--- config.mk ---
export PLATFORM = sky130hd
export DESIGN_NAME = fpuexc_detect
export DESIGN_NICKNAME = d
export VERILOG_FILES = /design/src/logic/fpuexc_pkg.sv /design/src/logic/fpuexc_default.sv /design/src/logic/fpuexc_detect.sv
export SDC_FILE = /design/constraint.sdc
export NUM_CORES = 1
export LEC_CHECK = 0
export ABC_AREA = 1
export BUFFER_PORTS_ARGS = -buffer_cell sky130_fd_sc_hd__buf_4
export CAP_MARGIN = 20
export CORE_MARGIN = 2
export CORE_UTILIZATION = 55
export CTS_BUF_LIST = sky130_fd_sc_hd__clkbuf_2
export DETAILED_ROUTE_END_ITERATION = 7
export PLACE_DENSITY = 0.88
export SLEW_MARGIN = 20
export SYNTH_ARGS = -nofsm -noshare
export SYNTH_HDL_FRONTEND = slang
export SYNTH_SLANG_ARGS = --single-unit
--- constraint.sdc ---
create_clock -name clk_i -period 4.5 [get_ports clk_i]
set_input_delay 0.225 -clock clk_i [delete_from_list [all_inputs] [get_ports clk_i]]
set_output_delay 0.225 -clock clk_i [all_outputs]
set_load 0.02 [all_outputs]
--- src/logic/fpuexc_pkg.sv ---
package fpuexc_pkg;

    // Rounding-mode codes
    localparam logic [1:0] RM_NEAREST_C    = 2'h0;
    localparam logic [1:0] RM_ZERO_C       = 2'h1;
    localparam logic [1:0] RM_PLUS_C       = 2'h2;
    localparam logic [1:0] RM_MINUS_C      = 2'h3;

    // Operation classes presented by the datapath
    localparam logic [3:0] OP_ADD_C        = 4'h0;
    localparam logic [3:0] OP_SUB_C        = 4'h1;
    localparam logic [3:0] OP_MUL_C        = 4'h2;
    localparam logic [3:0] OP_DIV_C        = 4'h3;
    localparam logic [3:0] OP_SQRT_C       = 4'h4;
    localparam logic [3:0] OP_CVT_FIX_C    = 4'h5;
    localparam logic [3:0] OP_CVT_FLT_C    = 4'h6;
    localparam logic [3:0] OP_FMT_MOVE_C   = 4'h7;
    localparam logic [3:0] OP_COND_MOVE_C  = 4'h8;

    // Five IEEE cause bits plus emulation request
    localparam int EXC_INEXACT_C   = 0;
    localparam int EXC_UNDERFLOW_C = 1;
    localparam int EXC_OVERFLOW_C  = 2;
    localparam int EXC_DIVZERO_C   = 3;
    localparam int EXC_INVALID_C   = 4;
    localparam int EXC_EMUL_C      = 5;

    // Field positions inside the control/status word
    localparam int CSR_RMODE_LSB_C  = 0;
    localparam int CSR_FLAGS_LSB_C  = 2;
    localparam int CSR_ENABLE_LSB_C = 7;
    localparam int CSR_CAUSE_LSB_C  = 12;
    localparam int CSR_FN_BIT_C     = 18;
    localparam int CSR_FO_BIT_C     = 22;
    localparam int CSR_FS_BIT_C     = 24;

    // Wishbone map (word addresses are byte offsets)
    localparam logic [3:0] ADDR_CSR_C    = 4'h0;
    localparam logic [3:0] ADDR_RESULT_C = 4'h4;
    localparam logic [3:0] ADDR_STATUS_C = 4'h8;

    localparam logic [31:0] CSR_RESET_C  = 32'h0000_0000;

    // Double-precision encodings
    localparam logic [62:0] MAG_INF_C    = 63'h7FF0_0000_0000_0000;
    localparam logic [62:0] MAG_MAXF_C   = 63'h7FEF_FFFF_FFFF_FFFF;
    localparam logic [62:0] MAG_MINN_C   = 63'h0010_0000_0000_0000;
    localparam logic [63:0] QNAN_C       = 64'h7FF8_0000_0000_0000;

endpackage
--- src/logic/fpuexc_default.sv ---
`timescale 1ns/1ps
// Default-result selector for overflow and underflow
module fpuexc_default
    import fpuexc_pkg::*;
(
    input  wire logic [1:0]  rmode_i,
    input  wire logic        sign_i,
    input  wire logic        ovf_i,
    input  wire logic        flush_near_i,
    output logic      [63:0] ovf_res_o,
    output logic      [63:0] unf_res_o
);

    always_comb begin
        unique case (rmode_i)
            RM_NEAREST_C: ovf_res_o = {sign_i, MAG_INF_C};
            RM_ZERO_C:    ovf_res_o = {sign_i, MAG_MAXF_C};
            RM_PLUS_C:    ovf_res_o = sign_i ? {1'b1, MAG_MAXF_C}
                                             : {1'b0, MAG_INF_C};
            RM_MINUS_C:   ovf_res_o = sign_i ? {1'b1, MAG_INF_C}
                                             : {1'b0, MAG_MAXF_C};
        endcase
    end

    always_comb begin
        unf_res_o = {sign_i, 63'h0};
        // Directed modes only when flush-to-nearest is clear
        if (!flush_near_i) begin
            if (rmode_i == RM_PLUS_C) begin
                unf_res_o = sign_i ? 64'h0 : {1'b0, MAG_MINN_C};
            end else if (rmode_i == RM_MINUS_C) begin
                unf_res_o = sign_i ? {1'b1, MAG_MINN_C}
                                   : {1'b1, 63'h0};
            end
        end
    end

endmodule // fpuexc_default

--- src/logic/fpuexc_detect.sv ---
`timescale 1ns/1ps
module fpuexc_detect
    import fpuexc_pkg::*;
(
    input  wire logic        clk_i,
    input  wire logic        rst_i,
    // Wishbone slave
    input  wire logic        wb_cyc_i,
    input  wire logic        wb_stb_i,
    input  wire logic        wb_we_i,
    input  wire logic [3:0]  wb_adr_i,
    input  wire logic [3:0]  wb_sel_i,
    input  wire logic [31:0] wb_dat_i,
    output logic      [31:0] wb_dat_o,
    output logic             wb_ack_o,
    // Datapath side
    input  wire logic        op_valid_i,
    input  wire logic [3:0]  op_class_i,
    input  wire logic        a_snan_i,
    input  wire logic        b_snan_i,
    input  wire logic        a_nan_i,
    input  wire logic        a_inf_i,
    input  wire logic        b_inf_i,
    input  wire logic        a_zero_i,
    input  wire logic        b_zero_i,
    input  wire logic        a_sign_i,
    input  wire logic        b_sign_i,
    input  wire logic        a_denorm_i,
    input  wire logic        b_denorm_i,
    input  wire logic        fix_ovf_i,
    input  wire logic        res_sign_i,
    input  wire logic        res_zero_i,
    input  wire logic        res_tiny_i,
    input  wire logic        res_huge_i,
    input  wire logic        res_inexact_i,
    input  wire logic        denorm_flushed_i,
    input  wire logic        denorm_support_i,
    input  wire logic [63:0] res_i,
    output logic      [63:0] res_o,
    output logic             res_valid_o,
    output logic      [5:0]  cause_o,
    output logic             trap_o
);

    ////////////////////////////////////////////////////////////////////////
    // Control/status register and decode

    logic [31:0] fp_control_status_reg;
    logic [63:0] res_reg;
    logic        res_valid_reg;
    logic        trap_reg;
    logic        ack_reg;

    logic [1:0] rmode;
    logic [4:0] enables;
    logic       flush_to_zero_ctrl;
    logic       flush_override_ctrl;
    logic       flush_to_nearest_ctrl;

    assign rmode                 = fp_control_status_reg[CSR_RMODE_LSB_C +: 2];
    assign enables               = fp_control_status_reg[CSR_ENABLE_LSB_C +: 5];
    assign flush_to_zero_ctrl    = fp_control_status_reg[CSR_FS_BIT_C];
    assign flush_override_ctrl   = fp_control_status_reg[CSR_FO_BIT_C];
    assign flush_to_nearest_ctrl = fp_control_status_reg[CSR_FN_BIT_C];

    logic wb_req;
    logic wb_wr_csr;
    assign wb_req    = wb_cyc_i && wb_stb_i && !ack_reg;
    assign wb_wr_csr = wb_req && wb_we_i && (wb_adr_i == ADDR_CSR_C);

    ////////////////////////////////////////////////////////////////////////
    // Exception detection

    logic is_move;
    logic is_div;
    logic sub_eff;
    logic inv;
    logic dz;
    logic tiny;
    logic ovf;
    logic unf;
    logic inx;
    logic emul;
    logic any_denorm;

    assign is_move = (op_class_i == OP_FMT_MOVE_C) ||
                     (op_class_i == OP_COND_MOVE_C);
    assign is_div  = (op_class_i == OP_DIV_C);
    // Effective subtraction: signs differ for add, match for subtract
    assign sub_eff = (op_class_i == OP_ADD_C) ? (a_sign_i ^ b_sign_i)
                                              : !(a_sign_i ^ b_sign_i);
    assign any_denorm = a_denorm_i || b_denorm_i;

    always_comb begin
        inv = (a_snan_i || b_snan_i) && !is_move;
        unique case (op_class_i)
            OP_ADD_C, OP_SUB_C:
                inv = inv || (a_inf_i && b_inf_i && sub_eff);
            OP_MUL_C:
                inv = inv || (a_zero_i && b_inf_i)
                          || (a_inf_i && b_zero_i);
            OP_DIV_C:
                inv = inv || (a_zero_i && b_zero_i)
                          || (a_inf_i && b_inf_i);
            OP_SQRT_C:
                inv = inv || (a_sign_i && !a_zero_i && !a_nan_i);
            OP_CVT_FIX_C:
                inv = inv || a_inf_i || a_nan_i || fix_ovf_i;
            default: ;
        endcase
    end

    // Finite nonzero dividend only; NaN dividend already handled
    assign dz = is_div && b_zero_i && !a_zero_i && !a_inf_i
                && !a_nan_i && !inv;

    // Tininess uses post-rounding flag from the datapath
    assign tiny = res_tiny_i && !res_zero_i && !inv && !dz;
    assign ovf  = res_huge_i && !inv && !dz;

    // Underflow enable relaxes the accuracy condition
    assign unf = enables[EXC_UNDERFLOW_C] ? tiny
                                          : (tiny && res_inexact_i);

    // Inexact can stand alone or join overflow or underflow, never inv/dz
    assign inx = !inv && !dz && (res_inexact_i
                 || (ovf && !enables[EXC_OVERFLOW_C])
                 || (denorm_flushed_i && flush_to_zero_ctrl));

    // Unhandled denormals trap to software unless flush-to-zero, or flush override with flush-to-nearest, is set
    assign emul = !flush_to_zero_ctrl && !denorm_support_i && !is_move
                  && (any_denorm || res_tiny_i)
                  && !(flush_override_ctrl && flush_to_nearest_ctrl);

    logic [5:0] cause_next;
    assign cause_next = {emul, inv, dz, ovf, unf, inx};

    logic op_trap;
    assign op_trap = emul || |(cause_next[4:0] & enables);

    ////////////////////////////////////////////////////////////////////////
    // Default result selection

    logic [63:0] ovf_res;
    logic [63:0] unf_res;

    fpuexc_default u_default (
        .rmode_i      (rmode),
        .sign_i       (res_sign_i),
        .ovf_i        (ovf),
        .flush_near_i (flush_to_nearest_ctrl),
        .ovf_res_o    (ovf_res),
        .unf_res_o    (unf_res)
    );

    logic [63:0] res_next;
    always_comb begin
        res_next = res_i;
        if (inv) begin
            res_next = QNAN_C;
        end else if (dz) begin
            res_next = {a_sign_i ^ b_sign_i, MAG_INF_C};
        end else if (ovf) begin
            res_next = ovf_res;
        end else if (unf) begin
            res_next = unf_res;
        end
    end

    ////////////////////////////////////////////////////////////////////////
    // Registered outputs

    always_ff @(posedge clk_i) begin
        if (rst_i) begin
            res_reg       <= 64'h0;
            res_valid_reg <= 1'b0;
        end else begin
            res_valid_reg <= op_valid_i && !op_trap;
            if (op_valid_i && !op_trap) begin
                res_reg <= res_next;
            end
        end
    end

    // Software writes win over a same-cycle op on cause; flags OR in unless the op traps
    always_ff @(posedge clk_i) begin
        if (rst_i) begin
            fp_control_status_reg <= CSR_RESET_C;
        end else begin
            if (wb_wr_csr) begin
                for (int i = 0; i < 4; i++) begin
                    if (wb_sel_i[i]) begin
                        fp_control_status_reg[i*8 +: 8] <= wb_dat_i[i*8 +: 8];
                    end
                end
            end else if (op_valid_i) begin
                fp_control_status_reg[CSR_CAUSE_LSB_C +: 6] <= cause_next;
            end
            // Same-cycle write replaces old flags, the op's set still wins
            if (op_valid_i && !op_trap) begin
                fp_control_status_reg[CSR_FLAGS_LSB_C +: 5] <=
                    ((wb_wr_csr && wb_sel_i[0])
                        ? wb_dat_i[CSR_FLAGS_LSB_C +: 5]
                        : fp_control_status_reg[CSR_FLAGS_LSB_C +: 5])
                    | cause_next[4:0];
            end
        end
    end

    // Trap from op, or from a write that leaves cause and enable set
    always_ff @(posedge clk_i) begin
        if (rst_i) begin
            trap_reg <= 1'b0;
        end else begin
            trap_reg <= (op_valid_i && op_trap) || (wb_wr_csr &&
                (wb_dat_i[CSR_CAUSE_LSB_C + EXC_EMUL_C] ||
                 |(wb_dat_i[CSR_CAUSE_LSB_C +: 5]
                   & wb_dat_i[CSR_ENABLE_LSB_C +: 5])));
        end
    end

    ////////////////////////////////////////////////////////////////////////
    // Wishbone read path, one wait state

    always_ff @(posedge clk_i) begin
        if (rst_i) begin
            ack_reg  <= 1'b0;
            wb_dat_o <= 32'h0;
        end else begin
            ack_reg <= wb_req;
            if (wb_req) begin
                unique case (wb_adr_i)
                    ADDR_CSR_C:    wb_dat_o <= fp_control_status_reg;
                    ADDR_RESULT_C: wb_dat_o <= res_reg[31:0];
                    ADDR_STATUS_C: wb_dat_o <= {30'h0, trap_reg,
                                                res_valid_reg};
                    default:       wb_dat_o <= 32'h0;
                endcase
            end
        end
    end

    assign wb_ack_o    = ack_reg;
    assign res_o       = res_reg;
    assign res_valid_o = res_valid_reg;
    assign cause_o     = fp_control_status_reg[CSR_CAUSE_LSB_C +: 6];
    assign trap_o      = trap_reg;

endmodule // fpuexc_detect

# [Word-level counts from Yosys, hierarchy flattened]
# Index checks and enable logic that the tools add are counted.
[word_totals] word_cells=138 reg_bits=131 input_bits=133
[classes] eq_ne=14 muxes=24 n_reduce_logical=84 n_bitwise=4
[ops] operator="$mux 64" n=9
[ops] operator="$pmux 64 s4" n=1
[ops] operator="$mux 53" n=2
[ops] operator="$pmux 32 s3" n=1
[ops] operator="$logic_and 1x1->1" n=36
[ops] operator="$logic_or 1x1->1" n=18
[ops] operator="$eq 4x3->1 const B" n=4
[ops] operator="$logic_not 1->1" n=14
[ops] operator="$mux 7" n=2
[ops] operator="$reduce_and 2->1" n=7
[ops] operator="$mux 6" n=2
[ops] operator="$and 5x5->5" n=2
[ops] operator="$mux 5" n=2
[ops] operator="$reduce_or 5->1" n=2
[ops] operator="$eq 4x2->1 const B" n=2
[ops] operator="$eq 4x4->1 const B" n=2
[ops] operator="$logic_not 4->1" n=2
[ops] operator="$mux 8" n=1
[ops] operator="$reduce_bool 2->1" n=3
[ops] operator="$or 5x5->5" n=1
[ops] operator="$pmux 1 s5" n=1
[ops] operator="$eq 2x2->1 const B" n=2
[ops] operator="$eq 4x1->1 const B" n=1
[ops] operator="$ne 2x2->1 const B" n=2
[ops] operator="6 further kinds" n=7

# [Longest topological paths before layout]
[depth] ltp_word=23 ltp_mapped=18 depth_no_buf=18

# [Hierarchy]
# A second synthesis with hierarchy kept.
[hier_totals] hier_cells=1302 hier_area_um2=8399.3
[modules_own_cells] mod="fpuexc_detect" area_per_inst_um2=7377.1 n_inst=1 cells_per_inst=1155
[modules_own_cells] mod="fpuexc_default" area_per_inst_um2=1022.2 n_inst=1 cells_per_inst=147

# [Worst setup path before layout]
# OpenSTA, ideal clock, no wires.
[synth_timing] kind="input to register" startpoint="input b_snan_i" endpoint="register res_reg[42], in the netlist res_o[42]" setup_time_ns=0.067 n_path_buf=2 required_time_ns=4.433 setup_slack_ns=2.576 cell_stages=14 arrival_time_ns=1.857 cell_sequence="or2_2 nand3_2 nand2_1 nand2_1 nand2_1 nor2_1 nand2_2 a21oi_2 nand2_1 buf_2 buf_1 nand2_1 nand2_1 o21ai_2"
[synth_via] elab_chain_len=19 word_cells_on_any_way=35
[synth_rtl] item="start, declared" line_no="fpuexc_detect.sv:20" source="input wire logic b_snan_i,"
[synth_rtl] item="$logic_or 1x1->1 (*)" line_no="fpuexc_detect.sv:95" source="inv = (a_snan_i || b_snan_i) && !is_move;"
[synth_rtl] item="$logic_and 1x1->1 (*)" line_no="fpuexc_detect.sv:95"
[synth_rtl] item="$logic_or 1x1->1 (3 in series)" line_no="fpuexc_detect.sv:108" source="inv = inv || a_inf_i || a_nan_i || fix_ovf_i;"
[synth_rtl] item="$pmux 1 s5 (*)" line_no="fpuexc_detect.sv:96" source="unique case (op_class_i)"
[synth_rtl] item="$logic_not 1->1"
[synth_rtl] item="$logic_and 1x1->1" line_no="fpuexc_detect.sv:115" source="&& !a_nan_i && !inv;"
[synth_rtl] item="$logic_not 1->1" line_no="fpuexc_detect.sv:118, fpuexc_detect.sv:119, fpuexc_detect.sv:126"
[synth_rtl] item="$logic_and 1x1->1" line_no="fpuexc_detect.sv:119" source="assign ovf = res_huge_i && !inv && !dz;"
[synth_rtl] item="$logic_and 1x1->1" line_no="fpuexc_detect.sv:127" source="|| (ovf && !enables[EXC_OVERFLOW_C])"
[synth_rtl] item="$logic_or 1x1->1" line_no="fpuexc_detect.sv:127"
[synth_rtl] item="$logic_or 1x1->1" line_no="fpuexc_detect.sv:128" source="|| (denorm_flushed_i && flush_to_zero_ctrl));"
[synth_rtl] item="$logic_and 1x1->1" line_no="fpuexc_detect.sv:126" source="assign inx = !inv && !dz && (res_inexact_i"
[synth_rtl] item="$and 5x5->5" line_no="fpuexc_detect.sv:139" source="assign op_trap = emul || |(cause_next[4:0] & enables);"
[synth_rtl] item="$reduce_or 5->1" line_no="fpuexc_detect.sv:139"
[synth_rtl] item="$logic_or 1x1->1" line_no="fpuexc_detect.sv:139"
[synth_rtl] item="$logic_not 1->1" line_no="fpuexc_detect.sv:179" source="if (op_valid_i && !op_trap) begin"
[synth_rtl] item="$logic_and 1x1->1" line_no="fpuexc_detect.sv:179"
[synth_rtl] item="end signal, assigned" line_no="fpuexc_detect.sv:180" source="res_reg <= res_next;"
[synth_rtl] item="end, declared" line_no="fpuexc_detect.sv:49" source="logic [63:0] res_reg;"
# Every way passes the cells marked *; elsewhere a longest branch is shown, timed or not.
# A chain may end at the register's enable or synchronous reset.

# [Final worst setup path]
[layout_timing] startpoint="register fp_control_status_reg[24]" endpoint="register res_reg[23], in the netlist res_o[23]"
[layout_via] elab_chain_len=8 word_cells_on_any_way=13
[layout_rtl] item="start, declared" line_no="fpuexc_detect.sv:48" source="logic [31:0] fp_control_status_reg;"
[layout_rtl] item="start signal, assigned by index" line_no="fpuexc_detect.sv:193" source="fp_control_status_reg[i*8 +: 8] <= wb_dat_i[i*8 +: 8];"
[layout_rtl] item="start signal, assigned by index" line_no="fpuexc_detect.sv:197" source="fp_control_status_reg[CSR_CAUSE_LSB_C +: 6] <= cause_next;"
[layout_rtl] item="start signal, assigned by index" line_no="fpuexc_detect.sv:201" source="fp_control_status_reg[CSR_FLAGS_LSB_C +: 5] <="
[layout_rtl] item="$logic_and 1x1->1 / $logic_not 1->1 (equally long branches)" line_no="fpuexc_detect.sv:128, fpuexc_detect.sv:131"
[layout_rtl] item="$logic_or 1x1->1 / $logic_and 1x1->1 (equally long branches)" line_no="fpuexc_detect.sv:128, fpuexc_detect.sv:131"
[layout_rtl] item="$logic_and 1x1->1, on equally long branches" line_no="fpuexc_detect.sv:126, fpuexc_detect.sv:131"
[layout_rtl] item="$and 5x5->5 / $logic_and 1x1->1 (equally long branches)" line_no="fpuexc_detect.sv:139, fpuexc_detect.sv:132"
[layout_rtl] item="$reduce_or 5->1 / $logic_and 1x1->1 (equally long branches)" line_no="fpuexc_detect.sv:139, fpuexc_detect.sv:133"
[layout_rtl] item="$logic_or 1x1->1 (*)" line_no="fpuexc_detect.sv:139"
[layout_rtl] item="$logic_not 1->1 (*)" line_no="fpuexc_detect.sv:179"
[layout_rtl] item="$logic_and 1x1->1 (*)" line_no="fpuexc_detect.sv:179"
# Marked as above.

==> flow_metrics.py <==
metrics = {
    "run_status": {
        "outcome": "completed",
    },
    "final_layout": {
        "fill_cells": 756,
        "syn2layout_area_growth_pct": 47.71,
        "layout_commonest_cell": "nand2_1",
        "seq_area_mm2": 0.002623,
        "fin_nets": 1369,
        "multi_input_area_mm2": 0.003052,
        "diodes": 0,
        "final_cell_mix": "nand2_1, buf_4, dfxtp_1",
        "largest_reg_flops": 64,
        "drive_above_1_share": 0.2570,
    },
    "timing": {
        "whs_ns": 0.03568,
        "setup_violations": 0,
        "clock_skew_ns": 0.02862,
        "rsz0062_at_grt": "false",
        "tightest_slew_ns": 0.9581,
        "drv_slew": 0,
        "post-route-period-util": 0.6449,
        "hold_viol": 0,
        "fmax_mhz": 344.6,
        "tns_ns": 0,
        "relSlewSlack": 0.3606,
        "fin_crit_ns": 2.902,
    },
    "clock_tree": {
        "clock_latency_ns": 0.70,
        "cts_buffer_depth": 2,
        "post_cts_resized": 0,
        "cts_root_buf": "clkbuf_2",
        "htreeDepth": 4,
        "clk_pin_slew_ns": 0.20,
        "cts_tree": "built",
        "numCtsBuffers": 17,
        "cts_sinks": 131,
    },
    "yosys": {
        "synth_seq_area_share": 0.4137,
        "ys_warn_count": 0,
        "syn-num-nets": 1068,
        "ys_ff_latch": 131,
        "synthCells": 935,
        "ys_types": 35,
        "synth_area_mm2": 0.006339,
        "synth.avg_cell_area_um2": 6.779,
    },
    "pwr": {
        "p_leak_uw": 0.004246,
        "p_per_area_mw_per_mm2": 284.8,
        "ir_drop_uv": 222.7,
    },
    "min_path": {
        "min_from": "res_i[63]",
        "hp-class": "in -> reg",
        "min_path_cells": 7,
        "min_to": "res_o[63]$_SDFFE_PP0N_",
    },
    "placed_design": {
        "hpwl_um": 14430,
        "globalplace.congestion": 0.9643,
        "port_buffers": 237,
    },
    "drt": {
        "drt_pass1_iterations": 7,
        "drc": 0,
        "drt_iter0_markers": 998,
        "viasPerCell": 5.663,
        "num_vias": 7883,
        "ant_nets": 0,
        "routed_wl_um": 24240,
        "wl_per_cell_um": 17.41,
    },
    "critical_path": {
        "r2r-start": "fp_control_status_reg[24]$_SDFFE_PP0P_",
        "crit_buf_inv": 2,
        "cp_data_arrival_time_ns": 3.47,
        "critPathTopFamily": "compound AO/OA/AOI/OAI gates",
        "start_kind": "flop",
        "crit_required_ns": 5.07,
        "cp_cell_sequence": "a2111oi_0 -> nand3_1 -> nand2_1 -> clkinv_1 -> nand3_2 -> nor3_4 -> nand2_2 -> buf_4 -> o21ai_1",
        "crit_type": "reg -> reg",
        "crit_fanout": 57,
        "reg2reg_to": "res_o[23]$_SDFFE_PP0N_",
        "critPathMaxStageDelay_ns": 0.76,
        "worstSetupEndpointType": "flop",
        "crit_slowest_cell": "a2111oi_0",
        "r2r_cells": 9,
        "critical_path_depth": 9,
        "reg2reg_setup_slack_ns": 1.60,
    },
    "grt": {
        "grtUsageTotal": 0.3845,
        "antenna_found_initial": 0,
        "grt_pass1_wl_um": 38600,
        "gr-total-overflow": 0,
        "first_global_vias": 7713,
        "grt_max_degree": 67,
    },
    "floorplanning": {
        "core_mm2": 0.01132,
        "initial_core_util": 0.5599,
        "fp.dieW_um": 111.4,
        "dieArea_mm2": 0.01240,
        "io_pins": 238,
        "die_height_um": 111.4,
        "num_rows": 39,
    },
    "flow_run": {
        "max_cap_violations": 0,
    },
}
-- worst reg2reg max path, delay by kind of cell, from the launching register on --
kind	cells	cell delay, ns
AO/OA/AOI/OAI	2	0.97
AND/OR/NAND/NOR	5	0.71
buffers and inverters	2	0.71
flip-flops	1	0.39
-- kinds of logic after synthesis --
| group | count (synthesis) | share of synthesized area |
|---|---|---|
| buf+inv | 163 | 0.1072 |
| simple gates | 411 | 0.2683 |
| xor+xnor | 2 | 0.002764 |
| flops | 131 | 0.4137 |
| compound gates | 228 | 0.2081 |
-- worst max-delay path by stage --
stage | startpoint | to | slack (ns)
6_report | fp_control_status_reg[24]$_SDFFE_PP0P_ | res_o[23]$_SDFFE_PP0N_ | 1.60
5_1_grt | wb_ack_o$_SDFF_PP0_ | fp_control_status_reg[17]$_SDFFE_PP0P_ | 1.48
4_1_cts | fp_control_status_reg[24]$_SDFFE_PP0P_ | fp_control_status_reg[5]$_SDFFE_PP0P_ | 1.71
3_5_place_dp | op_class_i[3] | res_o[31]$_SDFFE_PP0N_ | 1.68
3_3_place_gp | fp_control_status_reg[24]$_SDFFE_PP0P_ | res_o[38]$_SDFFE_PP0N_ | 1.52
2_1_floorplan | b_snan_i | res_o[42]$_SDFFE_PP0N_ | 2.58
-- metal layers --
metal  routed length [um]  track usage  vias up
met1                 9079       0.4687     3559
met5                    0            0        -
met2                11050       0.6232      561
met3                 2757       0.1023      122
met4                 1351       0.2082        0
li1                     -            -     3641
-- power breakdown --
part           internal (uW)  switching [uW]
Sequential              1200            32.1
Clock                    364             476
Combinational            256             335
Total                   1820             843
-- layout make-up --
cell class | count | area share
Multi-Input combinational cell | 641 | 0.3259
Timing Repair Buffer | 348 | 0.3066
Sequential cell | 131 | 0.2801
Inverter | 97 | 0.03889
Clock inverter | 14 | 0.01978
Tap cell | 143 | 0.01911
Clock buffer | 18 | 0.009622
-- synthesized netlist by cell type --
cell	count	area (um2)
a2111oi_0	1	8.760
nand2_1	295	1107
o221ai_1	2	17.52
nor3_1	6	30.03
a221oi_1	1	8.760
clkinv_1	2	7.510
xnor2_1	1	8.760
a21oi_2	1	8.760
nor2_2	2	12.51
o21ai_1	25	125.1
nor3_4	1	16.27
o22ai_2	4	50.05
or2_2	2	12.51
nand4_1	8	50.05
nand2_2	3	18.77
nand3_1	64	320.3
nor2_1	27	101.4
nand2_4	1	11.26
o22ai_1	23	143.9
clkbuf_1	38	142.6
dfxtp_1	131	2623
o211ai_1	1	7.510
o21ai_0	55	275.3
inv_1	93	349.1
buf_6	4	45.04
a31oi_1	1	6.260
buf_4	6	45.04
buf_1	6	22.52
a21oi_1	88	440.4
xor2_1	1	8.760
nand3_2	2	20.02
buf_2	12	60.06
a21o_1	1	7.510
o21ai_2	25	219.0
inv_2	2	7.510
-- what timing repair did --
item | 4_1_cts | 5_1_grt
hold buffers | 103 | 0
buffers inserted | 0 | 0
hold endpoints to repair | 130 | 0
setup endpoints to repair | 0 | 0
-- stage by stage --
stage	util	power [uW]	instances	area [um2]	worst slack, ns
2_1_floorplan	-	1534	935	6339	2.576
3_3_place_gp	0.7112	1737	1257	8051	1.517
3_5_place_dp	0.7116	1745	1257	8056	1.684
4_1_cts	0.8270	2632	1392	9363	1.715
5_1_grt	0.8270	2763	1392	9363	1.484
6_report	0.8270	2667	1392	9363	1.598
(Power assumes the default switching activity.)
